## config.mk

```make
export PLATFORM = sky130hd
export DESIGN_NAME = glitchless_clock_switch
export DESIGN_NICKNAME = d
export VERILOG_FILES = /design/src/logic/clock_switch_pkg.sv /design/src/logic/clock_lane.sv /design/src/logic/glitchless_clock_switch.sv
export SDC_FILE = /design/constraint.sdc
export NUM_CORES = 1
export LEC_CHECK = 0
export BUFFER_PORTS_ARGS = -buffer_cell sky130_fd_sc_hd__buf_2
export CORE_ASPECT_RATIO = 0.6
export CORE_MARGIN = 3
export CORE_UTILIZATION = 45
export CTS_CLUSTER_SIZE = 8
export DETAILED_ROUTE_END_ITERATION = 6
export SYNTH_ARGS = -nofsm -noshare
export SYNTH_HDL_FRONTEND = slang
export SYNTH_SLANG_ARGS = --single-unit
```

## constraint.sdc

```tcl
create_clock -name clk -period 2.8 [get_ports clk]
set_input_delay 0.42 -clock clk [delete_from_list [all_inputs] [get_ports clk]]
set_output_delay 0.42 -clock clk [all_outputs]
set_load 0.01 [all_outputs]
```

## src/logic/clock_switch_pkg.sv

```systemverilog
`default_nettype none
package clock_switch_pkg;

    // guard and stuck detection, in clk cycles
    localparam int unsigned stuck_cycles       = 8;
    localparam int unsigned idle_cnt_w         = 4;
    // switchover stage lengths, in new-clock pulses / falling edges
    localparam int unsigned hold_pulses        = 2;
    localparam int unsigned low_edges          = 2;
    localparam int unsigned stage_cnt_w        = 5;
    // bound on new-clock cycles from select change to following
    localparam int unsigned max_switch_cycles  = 17;
    // power-up initialisation length, default in clk cycles
    localparam int unsigned por_cycles_default = 16;
    localparam int unsigned por_cnt_w          = 16;

    typedef enum logic [1:0] {st_follow, st_drain, st_high, st_low} sw_state_t;

    // one clock input as seen at the pins: sampled level and amplitude-ok flag
    typedef struct packed {
        logic raw;
        logic valid;
    } clock_pin_t;

    // what one lane reports to the switch
    typedef struct packed {
        logic level;
        logic rise;
        logic fall;
        logic stuck;
    } lane_status_t;

    typedef struct packed {
        logic                  level;
        logic                  rise;
        logic                  fall;
        logic                  stuck;
        logic [idle_cnt_w-1:0] idle;
    } lane_state_t;

    typedef struct packed {
        sw_state_t              state;
        logic                   sel_meta;
        logic                   sel_sync;
        logic                   cur;
        logic [stage_cnt_w-1:0] cnt;
        logic                   out;
        logic                   busy;
        logic                   por_done;
        logic [por_cnt_w-1:0]   por_cnt;
    } switch_state_t;

    localparam logic [idle_cnt_w-1:0] idle_stuck = idle_cnt_w'(stuck_cycles);

endpackage
`default_nettype wire

```

## src/logic/clock_lane.sv

```systemverilog
`default_nettype none
// failsafe_input_guard for one clock input, plus edge and stuck detection
module clock_lane
(
    input  wire logic                          clk,
    input  wire logic                          rst,
    input  wire clock_switch_pkg::clock_pin_t  pin,
    output      clock_switch_pkg::lane_status_t status
);
    import clock_switch_pkg::*;

    lane_state_t s_q;
    lane_state_t s_d;

    always_comb
    begin
        s_d      = s_q;
        // hold the last valid level while the amplitude is lost
        if (pin.valid)
        begin
            s_d.level = pin.raw;
        end
        s_d.rise = s_d.level & ~s_q.level;
        s_d.fall = ~s_d.level & s_q.level;
        if (s_d.rise | s_d.fall)
        begin
            s_d.idle = '0;
        end
        else if (s_q.idle != idle_stuck)
        begin
            s_d.idle = s_q.idle + idle_cnt_w'(1);
        end
        // a slowly degrading but toggling input still passes edges
        s_d.stuck = (s_d.idle == idle_stuck);
    end

    always_ff @(posedge clk or posedge rst)
    begin
        if (rst)
        begin
            s_q <= '0;
        end
        else
        begin
            s_q <= s_d;
        end
    end

    assign status = '{level: s_q.level, rise: s_q.rise, fall: s_q.fall, stuck: s_q.stuck};

    a_guard_hold: assert property (@(posedge clk) disable iff (rst)
        !pin.valid |=> $stable(s_q.level))
        else $error("guarded level moved while input invalid");

    a_stuck_edge: assert property (@(posedge clk) disable iff (rst)
        (s_q.rise | s_q.fall) |-> !s_q.stuck ##1 !s_q.stuck)
        else $error("stuck flagged right after an edge");

endmodule
`default_nettype wire

```

## src/logic/glitchless_clock_switch.sv

```systemverilog
`default_nettype none
module glitchless_clock_switch
#(
    parameter int unsigned por_cycles = clock_switch_pkg::por_cycles_default
)
(
    input  wire logic clk,
    input  wire logic rst,
    input  wire logic clock_input_a,
    input  wire logic clock_input_a_ok,
    input  wire logic clock_input_b,
    input  wire logic clock_input_b_ok,
    input  wire logic select_b,
    input  wire logic delay_capacitor_pin,
    output      logic clock_out,
    output      logic switching,
    output      logic active_b
);
    import clock_switch_pkg::*;

    clock_pin_t    pins [2];
    lane_status_t  lane [2];
    switch_state_t s_q;
    switch_state_t s_d;
    logic          nw;

    assign pins[0] = '{raw: clock_input_a, valid: clock_input_a_ok};
    assign pins[1] = '{raw: clock_input_b, valid: clock_input_b_ok};

    ////////////////////////////////////////////////////////////////////////////
    // identical lanes, so neither input is special

    for (genvar i = 0; i < 2; i++)
    begin : g_lane
        clock_lane u_lane
        (
            .clk    (clk),
            .rst    (rst),
            .pin    (pins[i]),
            .status (lane[i])
        );
    end

    ////////////////////////////////////////////////////////////////////////////
    // switch sequencer; cur names the old clock until the new one is followed

    assign nw = ~s_q.cur;

    always_comb
    begin
        s_d          = s_q;
        s_d.sel_meta = select_b;
        s_d.sel_sync = s_q.sel_meta;
        if (!s_q.por_done)
        begin
            // known state until the initialisation count runs out
            s_d.por_cnt  = s_q.por_cnt + por_cnt_w'(1);
            s_d.por_done = (s_q.por_cnt == por_cnt_w'(por_cycles - 1));
            s_d.cur      = s_q.sel_sync;
            s_d.state    = st_follow;
            s_d.out      = 1'b0;
        end
        else if (delay_capacitor_pin)
        begin
            s_d.cur   = s_q.sel_sync;
            s_d.state = st_follow;
            s_d.out   = lane[s_q.sel_sync].level;
        end
        else
        begin
            case (s_q.state)
                st_follow:
                begin
                    s_d.out = lane[s_q.cur].level;
                    s_d.cnt = '0;
                    if (s_q.sel_sync != s_q.cur)
                    begin
                        // a dead old clock takes the path of its last valid level
                        if (lane[s_q.cur].stuck)
                        begin
                            s_d.state = lane[s_q.cur].level ? st_high : st_low;
                        end
                        else
                        begin
                            s_d.state = st_drain;
                        end
                    end
                end
                st_drain:
                begin
                    // keep the old clock until its low phase, so no high runt
                    s_d.out = lane[s_q.cur].level;
                    if (!lane[s_q.cur].level)
                    begin
                        s_d.state = st_low;
                        s_d.out   = 1'b0;
                    end
                    else if (lane[s_q.cur].stuck)
                    begin
                        s_d.state = st_high;
                    end
                end
                st_high:
                begin
                    s_d.out = 1'b1;
                    if (lane[nw].rise && s_q.cnt != stage_cnt_w'(hold_pulses))
                    begin
                        s_d.cnt = s_q.cnt + stage_cnt_w'(1);
                    end
                    // leave on a new falling edge: high spans whole new pulses
                    if (lane[nw].fall && s_q.cnt == stage_cnt_w'(hold_pulses))
                    begin
                        s_d.state = st_low;
                        s_d.cnt   = '0;
                        s_d.out   = 1'b0;
                    end
                end
                st_low:
                begin
                    s_d.out = 1'b0;
                    if (lane[nw].fall)
                    begin
                        s_d.cnt = s_q.cnt + stage_cnt_w'(1);
                        // hand over right after a new fall, so the low phase stays whole
                        if (s_q.cnt == stage_cnt_w'(low_edges - 1))
                        begin
                            s_d.state = st_follow;
                            s_d.cur   = nw;
                            s_d.cnt   = '0;
                        end
                    end
                end
                default:
                begin
                    s_d.state = st_follow;
                end
            endcase
        end
        s_d.busy = (s_d.state != st_follow);
    end

    always_ff @(posedge clk or posedge rst)
    begin
        if (rst)
        begin
            s_q <= '0;
        end
        else
        begin
            s_q <= s_d;
        end
    end

    assign clock_out = s_q.out;
    assign switching = s_q.busy;
    assign active_b  = s_q.cur;

    ////////////////////////////////////////////////////////////////////////////
    // checks

    logic [stage_cnt_w:0] sw_rises_q;

    always_ff @(posedge clk or posedge rst)
    begin
        if (rst)
        begin
            sw_rises_q <= '0;
        end
        else if (!s_q.busy)
        begin
            sw_rises_q <= '0;
        end
        else if (lane[nw].rise && sw_rises_q != '1)
        begin
            sw_rises_q <= sw_rises_q + (stage_cnt_w + 1)'(1);
        end
    end

    a_switch_bound: assert property (@(posedge clk) disable iff (rst)
        sw_rises_q <= (stage_cnt_w + 1)'(max_switch_cycles))
        else $error("switchover took too many new-clock cycles");

    a_low_stage: assert property (@(posedge clk) disable iff (rst)
        s_q.state == st_low |-> !clock_out)
        else $error("output high during low stage");

    a_high_stage: assert property (@(posedge clk) disable iff (rst)
        s_q.por_done && !delay_capacitor_pin && $past(s_q.state) == st_high && s_q.state == st_high |-> clock_out)
        else $error("output low during stuck-high stage");

    a_follow_clock: assert property (@(posedge clk) disable iff (rst)
        s_q.por_done && !delay_capacitor_pin && $past(s_q.state) == st_follow && s_q.state == st_follow
        && $past(s_q.por_done)
        && $past(s_q.cur) == s_q.cur && $past(s_q.sel_sync) == s_q.cur |-> clock_out == $past(lane[s_q.cur].level))
        else $error("output does not follow the selected clock");

    a_bypass_mux: assert property (@(posedge clk) disable iff (rst)
        s_q.por_done && delay_capacitor_pin |=> !s_q.busy && s_q.cur == $past(s_q.sel_sync))
        else $error("plain mux did not switch at once");

    a_sel_sync: assert property (@(posedge clk) disable iff (rst)
        ##2 s_q.sel_sync == $past(select_b, 2))
        else $error("select sync is not two stages");

    a_handover_low: assert property (@(posedge clk) disable iff (rst)
        s_q.por_done && !delay_capacitor_pin && $past(s_q.state) == st_low && s_q.state == st_follow
        |-> !clock_out && s_q.cur != $past(s_q.cur))
        else $error("handover not at a new-clock low phase");

    a_por_quiet: assert property (@(posedge clk) disable iff (rst)
        !s_q.por_done |-> !clock_out && !s_q.busy)
        else $error("output active before initialisation ends");

endmodule
`default_nettype wire

```

-- After elaboration in Yosys (flattened, before gate mapping)
Cells that the tools add are included.
- register bits: 45
- add/sub/neg operators: 4
- $lt $le $gt $ge: 3
- equal/unequal tests: 17
- mux-type cells: 39
- bitwise logic cells: 15
- reductions and logical operators: 7
- operator list (kind ; number):
    4-bit 2-to-1 mux ; 10
    2-bit 2-to-1 mux ; 9
    6-bit 2-to-1 mux ; 3
    17-bit 2-to-1 mux ; 1
    16-bit by 1-bit adder with 16-bit output (second input constant) ; 1
    16-bit by 4-bit equality test with 1-bit output (second input constant) ; 1
    5-bit one-hot mux with 3 select lines ; 1
    1-bit 2-to-1 mux ; 9
    3-bit 2-to-1 mux ; 3
    3-bit by 2-bit != test with 1-bit output (second input constant) ; 3
    4-bit by 1-bit adder with 4-bit output (second input constant) ; 2
    4-bit equality test (second input constant) ; 2
    4-bit != test (second input constant) ; 2
    2-bit one-hot mux with 4 select lines ; 1
    2-bit >= comparator (second input constant) ; 3
    1-bit NOT ; 6
    1-bit NOT with 2-bit output ; 3
    5-bit by 1-bit adder with 5-bit output (second input constant) ; 1
    5-bit by 1-bit equality test with 1-bit output (second input constant) ; 1
    5-bit by 2-bit equality test with 1-bit output (second input constant) ; 1
    5-bit 2-to-1 mux ; 1
    5-bit by 2-bit != test with 1-bit output (second input constant) ; 1
    5-bit AND reduction ; 1
    1-bit AND ; 4
    12 further kinds ; 15

-- Logic depth before layout (Yosys ltp)
Gate-level depths: netlist of the first run.
- depth in word-level cells: 11
- depth in mapped cells: 7
- depth with buffers taken out: 7

-- Hierarchy
A second synthesis of the first run with hierarchy kept.
- cells, all modules: 227
- area, all modules: 2369.8 µm²
- modules (own cells, without submodules) (module ; times used ; cells each ; area an instance (µm²) ; sequential area each (µm²)):
    glitchless_clock_switch ; 1 ; 149 ; 1536.5 ; 725.7
    clock_lane ; 2 ; 39 ; 416.6 ; 200.2

-- Worst setup path before layout of the first run
No wires, ideal clock.
- kind: register -> register
- from: reg s_q[19] (netlist name)
- to: reg s_q[20] (netlist name)
- arrival: 1.959 ns
- slack: 0.716 ns
- cell stages (with the launch flop): 7
- path buffers: 0
- period minus slack after synthesis: 2.084 ns
- path through: dfrtp_1 -> inv_1 -> ha_1 -> or4b_4 -> a2111o_1 -> o31ai_4 -> mux2_4
- word-level cells in the longest chain between the ends: 4
- elaborated cells on any way between the ends: 13
- classes of those cells: add/sub: 1; eq/ne: 4; mux: 5; reduce/logical: 3
- RTL lines (what ; line ; source):
    start: declaration ; glitchless_clock_switch.sv:23 ; switch_state_t s_q;
    start signal: assignment ; glitchless_clock_switch.sv:146 ; s_q <= '0;
    start signal: assignment ; glitchless_clock_switch.sv:150 ; s_q <= s_d;
    5-bit by 1-bit adder with 5-bit output (tied with other cells) ; glitchless_clock_switch.sv:108, glitchless_clock_switch.sv:123 ;
    6-bit 2-to-1 mux (tied with other cells) ; glitchless_clock_switch.sv:125 ; if (s_q.cnt == stage_cnt_w'(low_edges - 1))
    6-bit 2-to-1 mux (tied with other cells) ; glitchless_clock_switch.sv:121 ; if (lane[nw].fall)
    5-bit one-hot mux with 3 select lines / 5-bit AND reduction (equally long branches) ; - ;
Parallel ways exist; a longest one is shown, timed or not. The select of a mux whose other input is x is not followed.
A chain may end at the register's enable or synchronous reset.

-- Worst setup path in the final report of the first run
Ends and elaborated chain as after synthesis.

==> results.sh, run 1 <==
export IMPL_power_density_mw_per_mm2=580
export IMPL_slew_headroom_pct=63.4
export IMPL_seq_area_frac_synth_pct=51.9
export IMPL_pwr_share_seq_pct=53.8
export IMPL_skew_ns=0.00723
export IMPL_ys_flop_type="dfrtp_1"
export IMPL_place_congestion=0.846
export IMPL_synth_area_leader_cell="dfrtp_1"
export IMPL_crit_path_start_kind="flop"
export IMPL_antenna_found_initial=0
export IMPL_vias=1388
export IMPL_worst_ep_required_time_ns=2.98
export IMPL_pre_cts_ws_ns=0.640
export IMPL_synthesis_nets=212
export IMPL_route_detailed_wl_per_inst_um=13.7
export IMPL_critPathKind="reg -> reg"
export IMPL_ctsHoldBuffers=0
export IMPL_syn_inst=192
export IMPL_yosysWarningCount=0
export IMPL_core_area_mm2=0.00437
export IMPL_status="complete, no violations"
export IMPL_postRouteWirelength_um=3680
export IMPL_cp_arrival_ns=2.36
export IMPL_cts_root_buf="clkbuf_8"
export IMPL_start_util_pct=49.6
export IMPL_layout_nets=228
export IMPL_dr_pass1_iters=4
export IMPL_fmax_mhz=461
export IMPL_cts_tree="yes"
export IMPL_pwr_share_comb_pct=14.5
export IMPL_period_minus_slack_ns=2.17
export IMPL_drive_gt1_share_pct=12.9
export IMPL_synth_edf_count=0
export IMPL_postCtsSetupBuffers=0
export IMPL_async_flop_share_pct=100
export IMPL_grt_start_max_net_pins=46
export IMPL_yosysMostFrequentCell="dfrtp_1"
export IMPL_setup_ws_ns=0.629
export IMPL_swShare_pct=27.2
export IMPL_fin_tns_setup_ns=0
export IMPL_clk_latency_ns=0.30
export IMPL_wl_met3_um=154
export IMPL_ys_types=40
export IMPL_drt_initial_drc_count=54
export IMPL_drtAntennaViolNets=0
export IMPL_ys_seq_elements=45
export IMPL_finalHoldViolations=0
export IMPL_ios=11
export IMPL_clock_sinks=45
export IMPL_min_path_type="in -> reg"
export IMPL_port_buffers=10
export IMPL_drv_cap=0
export IMPL_syn_area_per_cell_um2=11.3
export IMPL_cp_cell_sequence="inv_1, ha_1, or4b_4, a2111o_1, o31ai_4, mux2_4"
export IMPL_synth_cell_area_mm2=0.00217
export IMPL_power_leakage_nw=1.15
export IMPL_fp_dieH_um=59.8
export IMPL_grt_pass1_wl_um=6560
export IMPL_diodes=0
export IMPL_yosysTopAreaCellShare_pct=51.9
export IMPL_grt_usage_pct=15.5
export IMPL_wl_met1_um=2050
export IMPL_grt_overflow=0
export IMPL_p_int_mw=1.01
export IMPL_cts_resized=0
export IMPL_post_route_period_util_pct=77.6
export IMPL_worst_pin_slew_ns=0.548
export IMPL_top_layer_used="met4"
export IMPL_cp_slowest_stage_delay_ns=0.48
export IMPL_hpwl_um=2740
export IMPL_setup_viol=0
export IMPL_netSwitchingPower_mw=0.378
export IMPL_path_max_fanout=7
export IMPL_wl_met2_um=1430
export IMPL_area_growth_pct=10.4
export IMPL_slew_violations=0
export IMPL_synth_area_top_cells="dfrtp_1, ha_1, xnor2_1"
export IMPL_clock_path_buffers=2
export IMPL_finalPower_mw=1.39
export IMPL_cts_reportedPaths_clkPinSlew_ns=0.09
export IMPL_die_w_um=95.6
export IMPL_ctsHtreeMaxLevel=2
export IMPL_crit_slowest_cell="or4b_4"
export IMPL_fin_util_pct=54.8
export IMPL_via_per_inst=5.16
export IMPL_rsz0062_at_grt="false"
export IMPL_cts_buffers_inserted=5
export IMPL_dieArea_mm2=0.00571
export IMPL_rows=18
export IMPL_route_detailed_drc=0
export IMPL_ir_worst_vdd_mv=0.314
export IMPL_endpoint_kind="flop"
export IMPL_synthTopCellsByCount="dfrtp_1, inv_1, nand2_1"
export IMPL_grt_pass1_vias=1333
export IMPL_p_clk_share_pct=31.7
[registers in the layout, indices dropped and copies added, names as in the netlist]
name,count
active_b,1
clock_out,1
g_lane.u_lane.s_q,8
g_lane.u_lane.status,8
s_d,1
s_q,25
switching,1
[layout make-up]
cell class	instances	area (um^2)
repair buffers	11	57.6
clock buffers	7	96.3
well taps	60	75.1
inverters	14	52.6
multi-input cells	131	981
flip-flops and latches	45	1130
clock inverters	1	5.00
fillers	385	1980
[final timing paths]
check                      slack (ns)             endpoint  cells after the start           startpoint
hold / removal                   0.22    s_d[25]$_DFF_PP0_                      1             select_b
setup / recovery                 0.63  s_q[20]$_DFFE_PP0P_                      6  s_q[19]$_DFFE_PP0P_
setup reg to reg                 0.63  s_q[20]$_DFFE_PP0P_                      6  s_q[19]$_DFFE_PP0P_
max in group asynchronous        2.18  s_q[21]$_DFFE_PP0P_                      3                  rst
hold reg to reg                  0.36    s_q[25]$_DFF_PP0_                      0    s_d[25]$_DFF_PP0_
min in group asynchronous        0.25  s_q[12]$_DFFE_PP0N_                      3                  rst
[per-stage QoR]
stage	instance area [um^2]	hold slack, ns	instances
finish	2390	0.218	269
global route	2390	0.208	269
CTS	2390	0.212	269
detailed placement	2290	0.340	261
global placement	2290	0.339	261
floorplan	2170	0.331	192
[per-layer routing]
metal / GRT usage [%] / vias up
li1: - / 698
met1: 23.8 / 665
met2: 19.8 / 19
met3: 5.03 / 6
met4: 6.07 / 0
met5: 0 / -
[power by group through the flow]
stage	Combinational (mW)	Sequential, mW	Clock, mW
global placement	0.190	0.754	0
global route	0.233	0.753	0.482
floorplan	0.150	0.747	0
CTS	0.205	0.745	0.452
finish	0.202	0.746	0.440
detailed placement	0.204	0.758	0
[placed cells by master, fill, tap and decap left out, types with 4 or more instances in the layout]
master | netlist | final
nor2_1 | 4 | 4
nand2b_1 | 5 | 5
buf_2 | 1 | 10
o21ai_0 | 6 | 6
xnor2_1 | 13 | 13
ha_1 | 12 | 12
mux2i_1 | 4 | 4
clkbuf_8 | 0 | 7
and3_1 | 11 | 11
nand2_1 | 14 | 14
nand3_1 | 9 | 9
and2_1 | 9 | 9
xor2_1 | 5 | 5
inv_1 | 14 | 14
dfrtp_1 | 45 | 45
nor3_1 | 5 | 5
[cell families after synthesis]
family,synth area share [%]
simple gates,18.4
compound gates,9.06
fa+ha+maj,6.92
xor+xnor,7.27
flops,51.9
mux,3.58
buf+inv,2.83
[worst max-delay path: cells and delay by family, from the launching register on]
family                   cells  cell delay (ns)
flip-flops                   1             0.42
AND/OR/NAND/NOR              1             0.48
adder cells (fa/ha/maj)      1             0.13
multiplexers                 1             0.33
AO/OA/AOI/OAI                2             0.58
buffers and inverters        1             0.10
Power figures use the tool's default switching activity.
==> run 2: changes to the inputs <==
Clock period 2.8 ns to 2.25 ns, I/O delays scaled along.
==> results.sh, run 2 (same netlist as run 1, synthesis figures left out) <==
export IMPL_place_congestion=0.846
export IMPL_grt_overflow=0
export IMPL_power_leakage_nw=1.17
export IMPL_path_max_fanout=7
export IMPL_ctsHtreeMaxLevel=2
export IMPL_crit_path_start_kind="flop"
export IMPL_drive_gt1_share_pct=13.7
export IMPL_grt_use_met3_pct=4.91
export IMPL_period_minus_slack_ns=2.16
export IMPL_cts_tree="yes"
export IMPL_cp_arrival_ns=2.35
export IMPL_cp_slowest_stage_delay_ns=0.49
export IMPL_status="complete, no violations"
export IMPL_drtAntennaViolNets=0
export IMPL_drt_initial_drc_count=62
export IMPL_finalHoldViolations=0
export IMPL_die_w_um=95.6
export IMPL_via_per_inst=5.32
export IMPL_diodes=0
export IMPL_clock_sinks=45
export IMPL_cts_root_buf="clkbuf_8"
export IMPL_use_met1_pct=22.5
export IMPL_crit_slowest_cell="or4b_4"
export IMPL_critPathKind="reg -> reg"
export IMPL_placed_cells=261
export IMPL_setup_viol=0
export IMPL_clk_latency_ns=0.29
export IMPL_worst_ep_required_time_ns=2.43
export IMPL_hpwl_um=2840
export IMPL_core_area_mm2=0.00437
export IMPL_grt_usage_pct=15.9
export IMPL_cp_cell_sequence="inv_1, ha_1, or4b_4, a2111o_1, o31ai_4, mux2_4"
export IMPL_dieArea_mm2=0.00571
export IMPL_postRouteWirelength_um=3950
export IMPL_route_detailed_drc=0
export IMPL_pre_cts_ws_ns=0.0520
export IMPL_vias=1442
export IMPL_fmax_mhz=462
export IMPL_final_cell_mix="dfrtp_1, inv_1, nand2_1"
export IMPL_slew_violations=0
export IMPL_final_cells=271
export IMPL_grt_pass1_vias=1413
export IMPL_endpoint_kind="flop"
export IMPL_rsz0062_at_grt="false"
export IMPL_grt_pass1_wl_um=6760
export IMPL_worst_pin_slew_ns=0.592
export IMPL_layout_nets=230
export IMPL_ctsHoldBuffers=0
export IMPL_power_density_mw_per_mm2=717
export IMPL_slew_headroom_pct=60.3
export IMPL_drv_cap=0
export IMPL_layout_commonest_cell="dfrtp_1"
export IMPL_fin_util_pct=55.2
export IMPL_largest_reg_flops=25
export IMPL_setup_ws_ns=0.0858
export IMPL_fp_dieH_um=59.8
export IMPL_grtUsageMet2_pct=23.2
export IMPL_dpl_cell_area_mm2=0.00229
export IMPL_clock_path_buffers=2
export IMPL_busiest_layer="met2"
export IMPL_area_growth_pct=11.3
export IMPL_rows=18
export IMPL_skew_ns=0.0103
export IMPL_fin_tns_setup_ns=0
export IMPL_start_util_pct=49.6
export IMPL_cts_buffers_inserted=5
export IMPL_top_register="s_q"
export IMPL_ir_worst_vdd_mv=0.350
export IMPL_final_area_mm2=0.00241
export IMPL_route_detailed_wl_per_inst_um=14.6
export IMPL_post_route_period_util_pct=96.2
export IMPL_cts_reportedPaths_clkPinSlew_ns=0.08
export IMPL_grt_start_max_net_pins=46
export IMPL_min_path_type="in -> reg"
export IMPL_dr_pass1_iters=4
export IMPL_antenna_found_initial=0
export IMPL_ios=11
export IMPL_port_buffers=10
==> run 2: cell types whose count changed in the layout (fill, tap and decap cells not counted), sizes merged <==
cell / previous run / this run
buf: 11 / 13
==> run 2: metrics by stage <==
stage	total power, mW	hold WS (ns)
floorplan	1.12	0.331
global placement	1.18	0.352
detailed placement	1.19	0.356
CTS	1.74	0.145
global route	1.85	0.132
finish	1.73	0.161
==> run 2: worst paths after layout <==
kind                                startpoint                  end  slack (ns)  depth (start not counted)
min reg2reg                  s_d[25]$_DFF_PP0_    s_q[25]$_DFF_PP0_        0.37                          0
max in group asynchronous                  rst    s_d[25]$_DFF_PP0_        1.68                          3
max reg2reg                s_q[19]$_DFFE_PP0P_  s_q[20]$_DFFE_PP0P_        0.09                          6
max                        s_q[19]$_DFFE_PP0P_  s_q[20]$_DFFE_PP0P_        0.09                          6
min                                   select_b    s_d[25]$_DFF_PP0_        0.16                          1
min in group asynchronous                  rst  s_q[14]$_DFFE_PP0N_        0.17                          3
==> run 2: final cells by class <==
class | instances | area (um^2)
clock inverter | 1 | 5.00
timing repair buffer | 13 | 72.6
sequential | 45 | 1130
fill | 377 | 1960
inverter | 14 | 52.6
clock buffer | 7 | 96.3
multi-input combinational | 131 | 986
tap | 60 | 75.1
==> run 2: worst max-delay path: cells and delay by family, from the launching register on <==
kind            cells  cell delay, ns
buf+inv             1            0.11
compound gates      2            0.56
fa+ha+maj           1            0.15
flops               1            0.42
simple gates        1            0.49
mux                 1            0.34
==> run 2: repair_timing <==
item | 4_1_cts | 5_1_grt
endpoints found under the hold margin | 0 | 0
gates resized for setup | 0 | 1
setup buffers | 0 | 2
endpoints found under the setup margin | 0 | 4
==> run 2: where the power goes <==
| part | internal [mW] | total (mW) | leakage [nW] | switching [mW] |
|---|---|---|---|---|
| clock | 0.278 | 0.542 | 0.0542 | 0.264 |
| sequential | 0.868 | 0.928 | 0.593 | 0.0598 |
| combinational | 0.119 | 0.261 | 0.526 | 0.142 |
==> run 2: routing by layer <==
| metal | up-vias | share of wire, % |
|---|---|---|
| met1 | 713 | 50 |
| met3 | 2 | 4.3 |
| met5 | - | 0 |
| met2 | 26 | 45 |
| met4 | 0 | 0.43 |
| li1 | 701 | - |
==> run 3: changes to the inputs <==
--- a/config.mk
+++ b/config.mk
@@ -6,5 +6,5 @@
 export NUM_CORES = 1
 export LEC_CHECK = 0
-export BUFFER_PORTS_ARGS = -buffer_cell sky130_fd_sc_hd__buf_2
+export BUFFER_PORTS_ARGS = -buffer_cell sky130_fd_sc_hd__buf_4
 export CORE_ASPECT_RATIO = 0.6
 export CORE_MARGIN = 3
==> constraint.sdc (replaced) <==
create_clock -name clk -period 2.25 [get_ports clk]
set_input_delay 0.3375 -clock clk [delete_from_list [all_inputs] [get_ports clk]]
set_output_delay 0.3375 -clock clk [all_outputs]
set_load 0.005 [all_outputs]
==> results.sh, run 3 (same netlist as run 1, synthesis figures left out) <==
export IMPL_vias=1442
export IMPL_critPathKind="reg -> reg"
export IMPL_grt_pass1_wl_um=6910
export IMPL_drive_gt1_share_pct=12.4
export IMPL_port_buffers=10
export IMPL_clk_latency_ns=0.30
export IMPL_cts_reportedPaths_clkPinSlew_ns=0.08
export IMPL_power_leakage_nw=1.17
export IMPL_cp_cell_sequence="inv_1, ha_1, or4b_4, a2111o_1, o31ai_4, mux2_4"
export IMPL_grt_pass1_vias=1410
export IMPL_dr_pass1_iters=4
export IMPL_finalHoldViolations=0
export IMPL_busiest_layer="met1"
export IMPL_ir_worst_vdd_mv=0.326
export IMPL_layout_nets=228
export IMPL_layout_commonest_cell="dfrtp_1"
export IMPL_area_growth_pct=12.2
export IMPL_fin_util_pct=55.7
export IMPL_multi_input_area_um2=981
export IMPL_fmax_mhz=468
export IMPL_hold_slack_ns=0.145
export IMPL_rsz0062_at_grt="false"
export IMPL_place_congestion=0.834
export IMPL_route_detailed_wl_per_inst_um=14.7
export IMPL_use_met1_pct=23.3
export IMPL_setup_viol=0
export IMPL_final_cell_mix="dfrtp_1, inv_1, nand2_1"
export IMPL_crit_slowest_cell="or4b_4"
export IMPL_power_density_mw_per_mm2=747
export IMPL_diodes=0
export IMPL_min_path_type="in -> reg"
export IMPL_grt_use_met3_pct=5.03
export IMPL_rows=18
export IMPL_slew_headroom_pct=62.9
export IMPL_skew_ns=0.00748
export IMPL_ios=11
export IMPL_cp_top_family="compound AO/OA/AOI/OAI gates"
export IMPL_period_minus_slack_ns=2.14
export IMPL_status="complete, no violations"
export IMPL_via_per_inst=5.36
export IMPL_final_cells=269
export IMPL_hpwl_um=2810
export IMPL_regArea_mm2=0.00113
export IMPL_crit_buf_inv=1
export IMPL_clock_sinks=45
export IMPL_route_detailed_drc=0
export IMPL_start_util_pct=49.6
export IMPL_finalPower_mw=1.82
export IMPL_fin_tns_setup_ns=0
export IMPL_placed_cells=261
export IMPL_die_w_um=95.6
export IMPL_drtAntennaViolNets=0
export IMPL_post_route_period_util_pct=95.0
export IMPL_endpoint_kind="flop"
export IMPL_cp_arrival_ns=2.33
export IMPL_largest_reg_flops=25
export IMPL_cts_root_buf="clkbuf_8"
export IMPL_grt_overflow=0
export IMPL_drv_cap=0
export IMPL_path_max_fanout=7
export IMPL_postRouteWirelength_um=3960
export IMPL_grt_usage_pct=16.3
export IMPL_worst_ep_required_time_ns=2.44
export IMPL_top_register="s_q"
export IMPL_slew_violations=0
export IMPL_fp_dieH_um=59.8
export IMPL_cts_tree="yes"
export IMPL_grt_start_max_net_pins=46
export IMPL_worst_pin_slew_ns=0.553
export IMPL_ctsHtreeMaxLevel=2
export IMPL_dieArea_mm2=0.00571
export IMPL_antenna_found_initial=0
export IMPL_cts_buffers_inserted=5
export IMPL_fillers=381
export IMPL_clock_path_buffers=2
export IMPL_grtUsageMet2_pct=23.0
export IMPL_drt_initial_drc_count=59
export IMPL_crit_path_start_kind="flop"
export IMPL_core_area_mm2=0.00437
export IMPL_cp_slowest_stage_delay_ns=0.49
run 3: stage by stage:
| step | setup WS [ns] | instance area [um^2] |
|---|---|---|
| 6_report | 0.112 | 2430 |
| 5_1_grt | 0.0394 | 2430 |
| 4_1_cts | 0.0660 | 2430 |
| 3_5_place_dp | 0.0824 | 2320 |
| 3_3_place_gp | 0.123 | 2320 |
| 2_1_floorplan | 0.166 | 2170 |
run 3: cell type report:
| type | count | area share (%) |
|---|---|---|
| sequential | 45 | 46.3 |
| clock inverter | 1 | 1.23 |
| inverter | 14 | 2.16 |
| clock buffer | 7 | 3.55 |
| multi-input combinational | 131 | 40.3 |
| tap | 60 | 3.08 |
| timing repair buffer | 11 | 3.39 |
run 3: path summary, 6_finish.rpt:
kind,start,end,slack (ns),cells after the start
max reg2reg,s_q[19]$_DFFE_PP0P_,s_q[20]$_DFFE_PP0P_,0.11,6
max in group asynchronous,rst,s_q[21]$_DFFE_PP0P_,1.70,3
min in group asynchronous,rst,s_d[25]$_DFF_PP0_,0.18,3
max,s_q[19]$_DFFE_PP0P_,s_q[20]$_DFFE_PP0P_,0.11,6
min reg2reg,s_d[25]$_DFF_PP0_,s_q[25]$_DFF_PP0_,0.36,0
min,select_b,s_d[25]$_DFF_PP0_,0.14,1
run 3: worst register-to-register path, stage by stage, from the launching register on:
cell      delay, ns
dfrtp_1        0.42
inv_1          0.10
ha_1           0.14
or4b_4         0.49
a2111o_1       0.42
o31ai_4        0.13
mux2_4         0.34
run 3: layer usage:
| layer | wire, um | vias to the layer above | share of wire (%) |
|---|---|---|---|
| met1 | 2010 | 718 | 51 |
| met3 | 157 | 4 | 4.0 |
| met2 | 1750 | 20 | 44 |
| met4 | 51 | 0 | 1.3 |
| li1 | - | 700 | - |
| met5 | 0 | - | 0 |
run 3: repair_timing:
action | 4_1_cts | 5_1_grt
buffers inserted | 0 | 0
gates resized for setup | 0 | 0
endpoints found under the hold margin | 0 | 0
hold buffers | 0 | 0
setup endpoints to repair | 0 | 1
run 3: report_power, final:
group | internal, mW | switching [mW] | total [mW]
combinational | 0.116 | 0.136 | 0.253
clock | 0.362 | 0.273 | 0.635
sequential | 0.868 | 0.0611 | 0.929
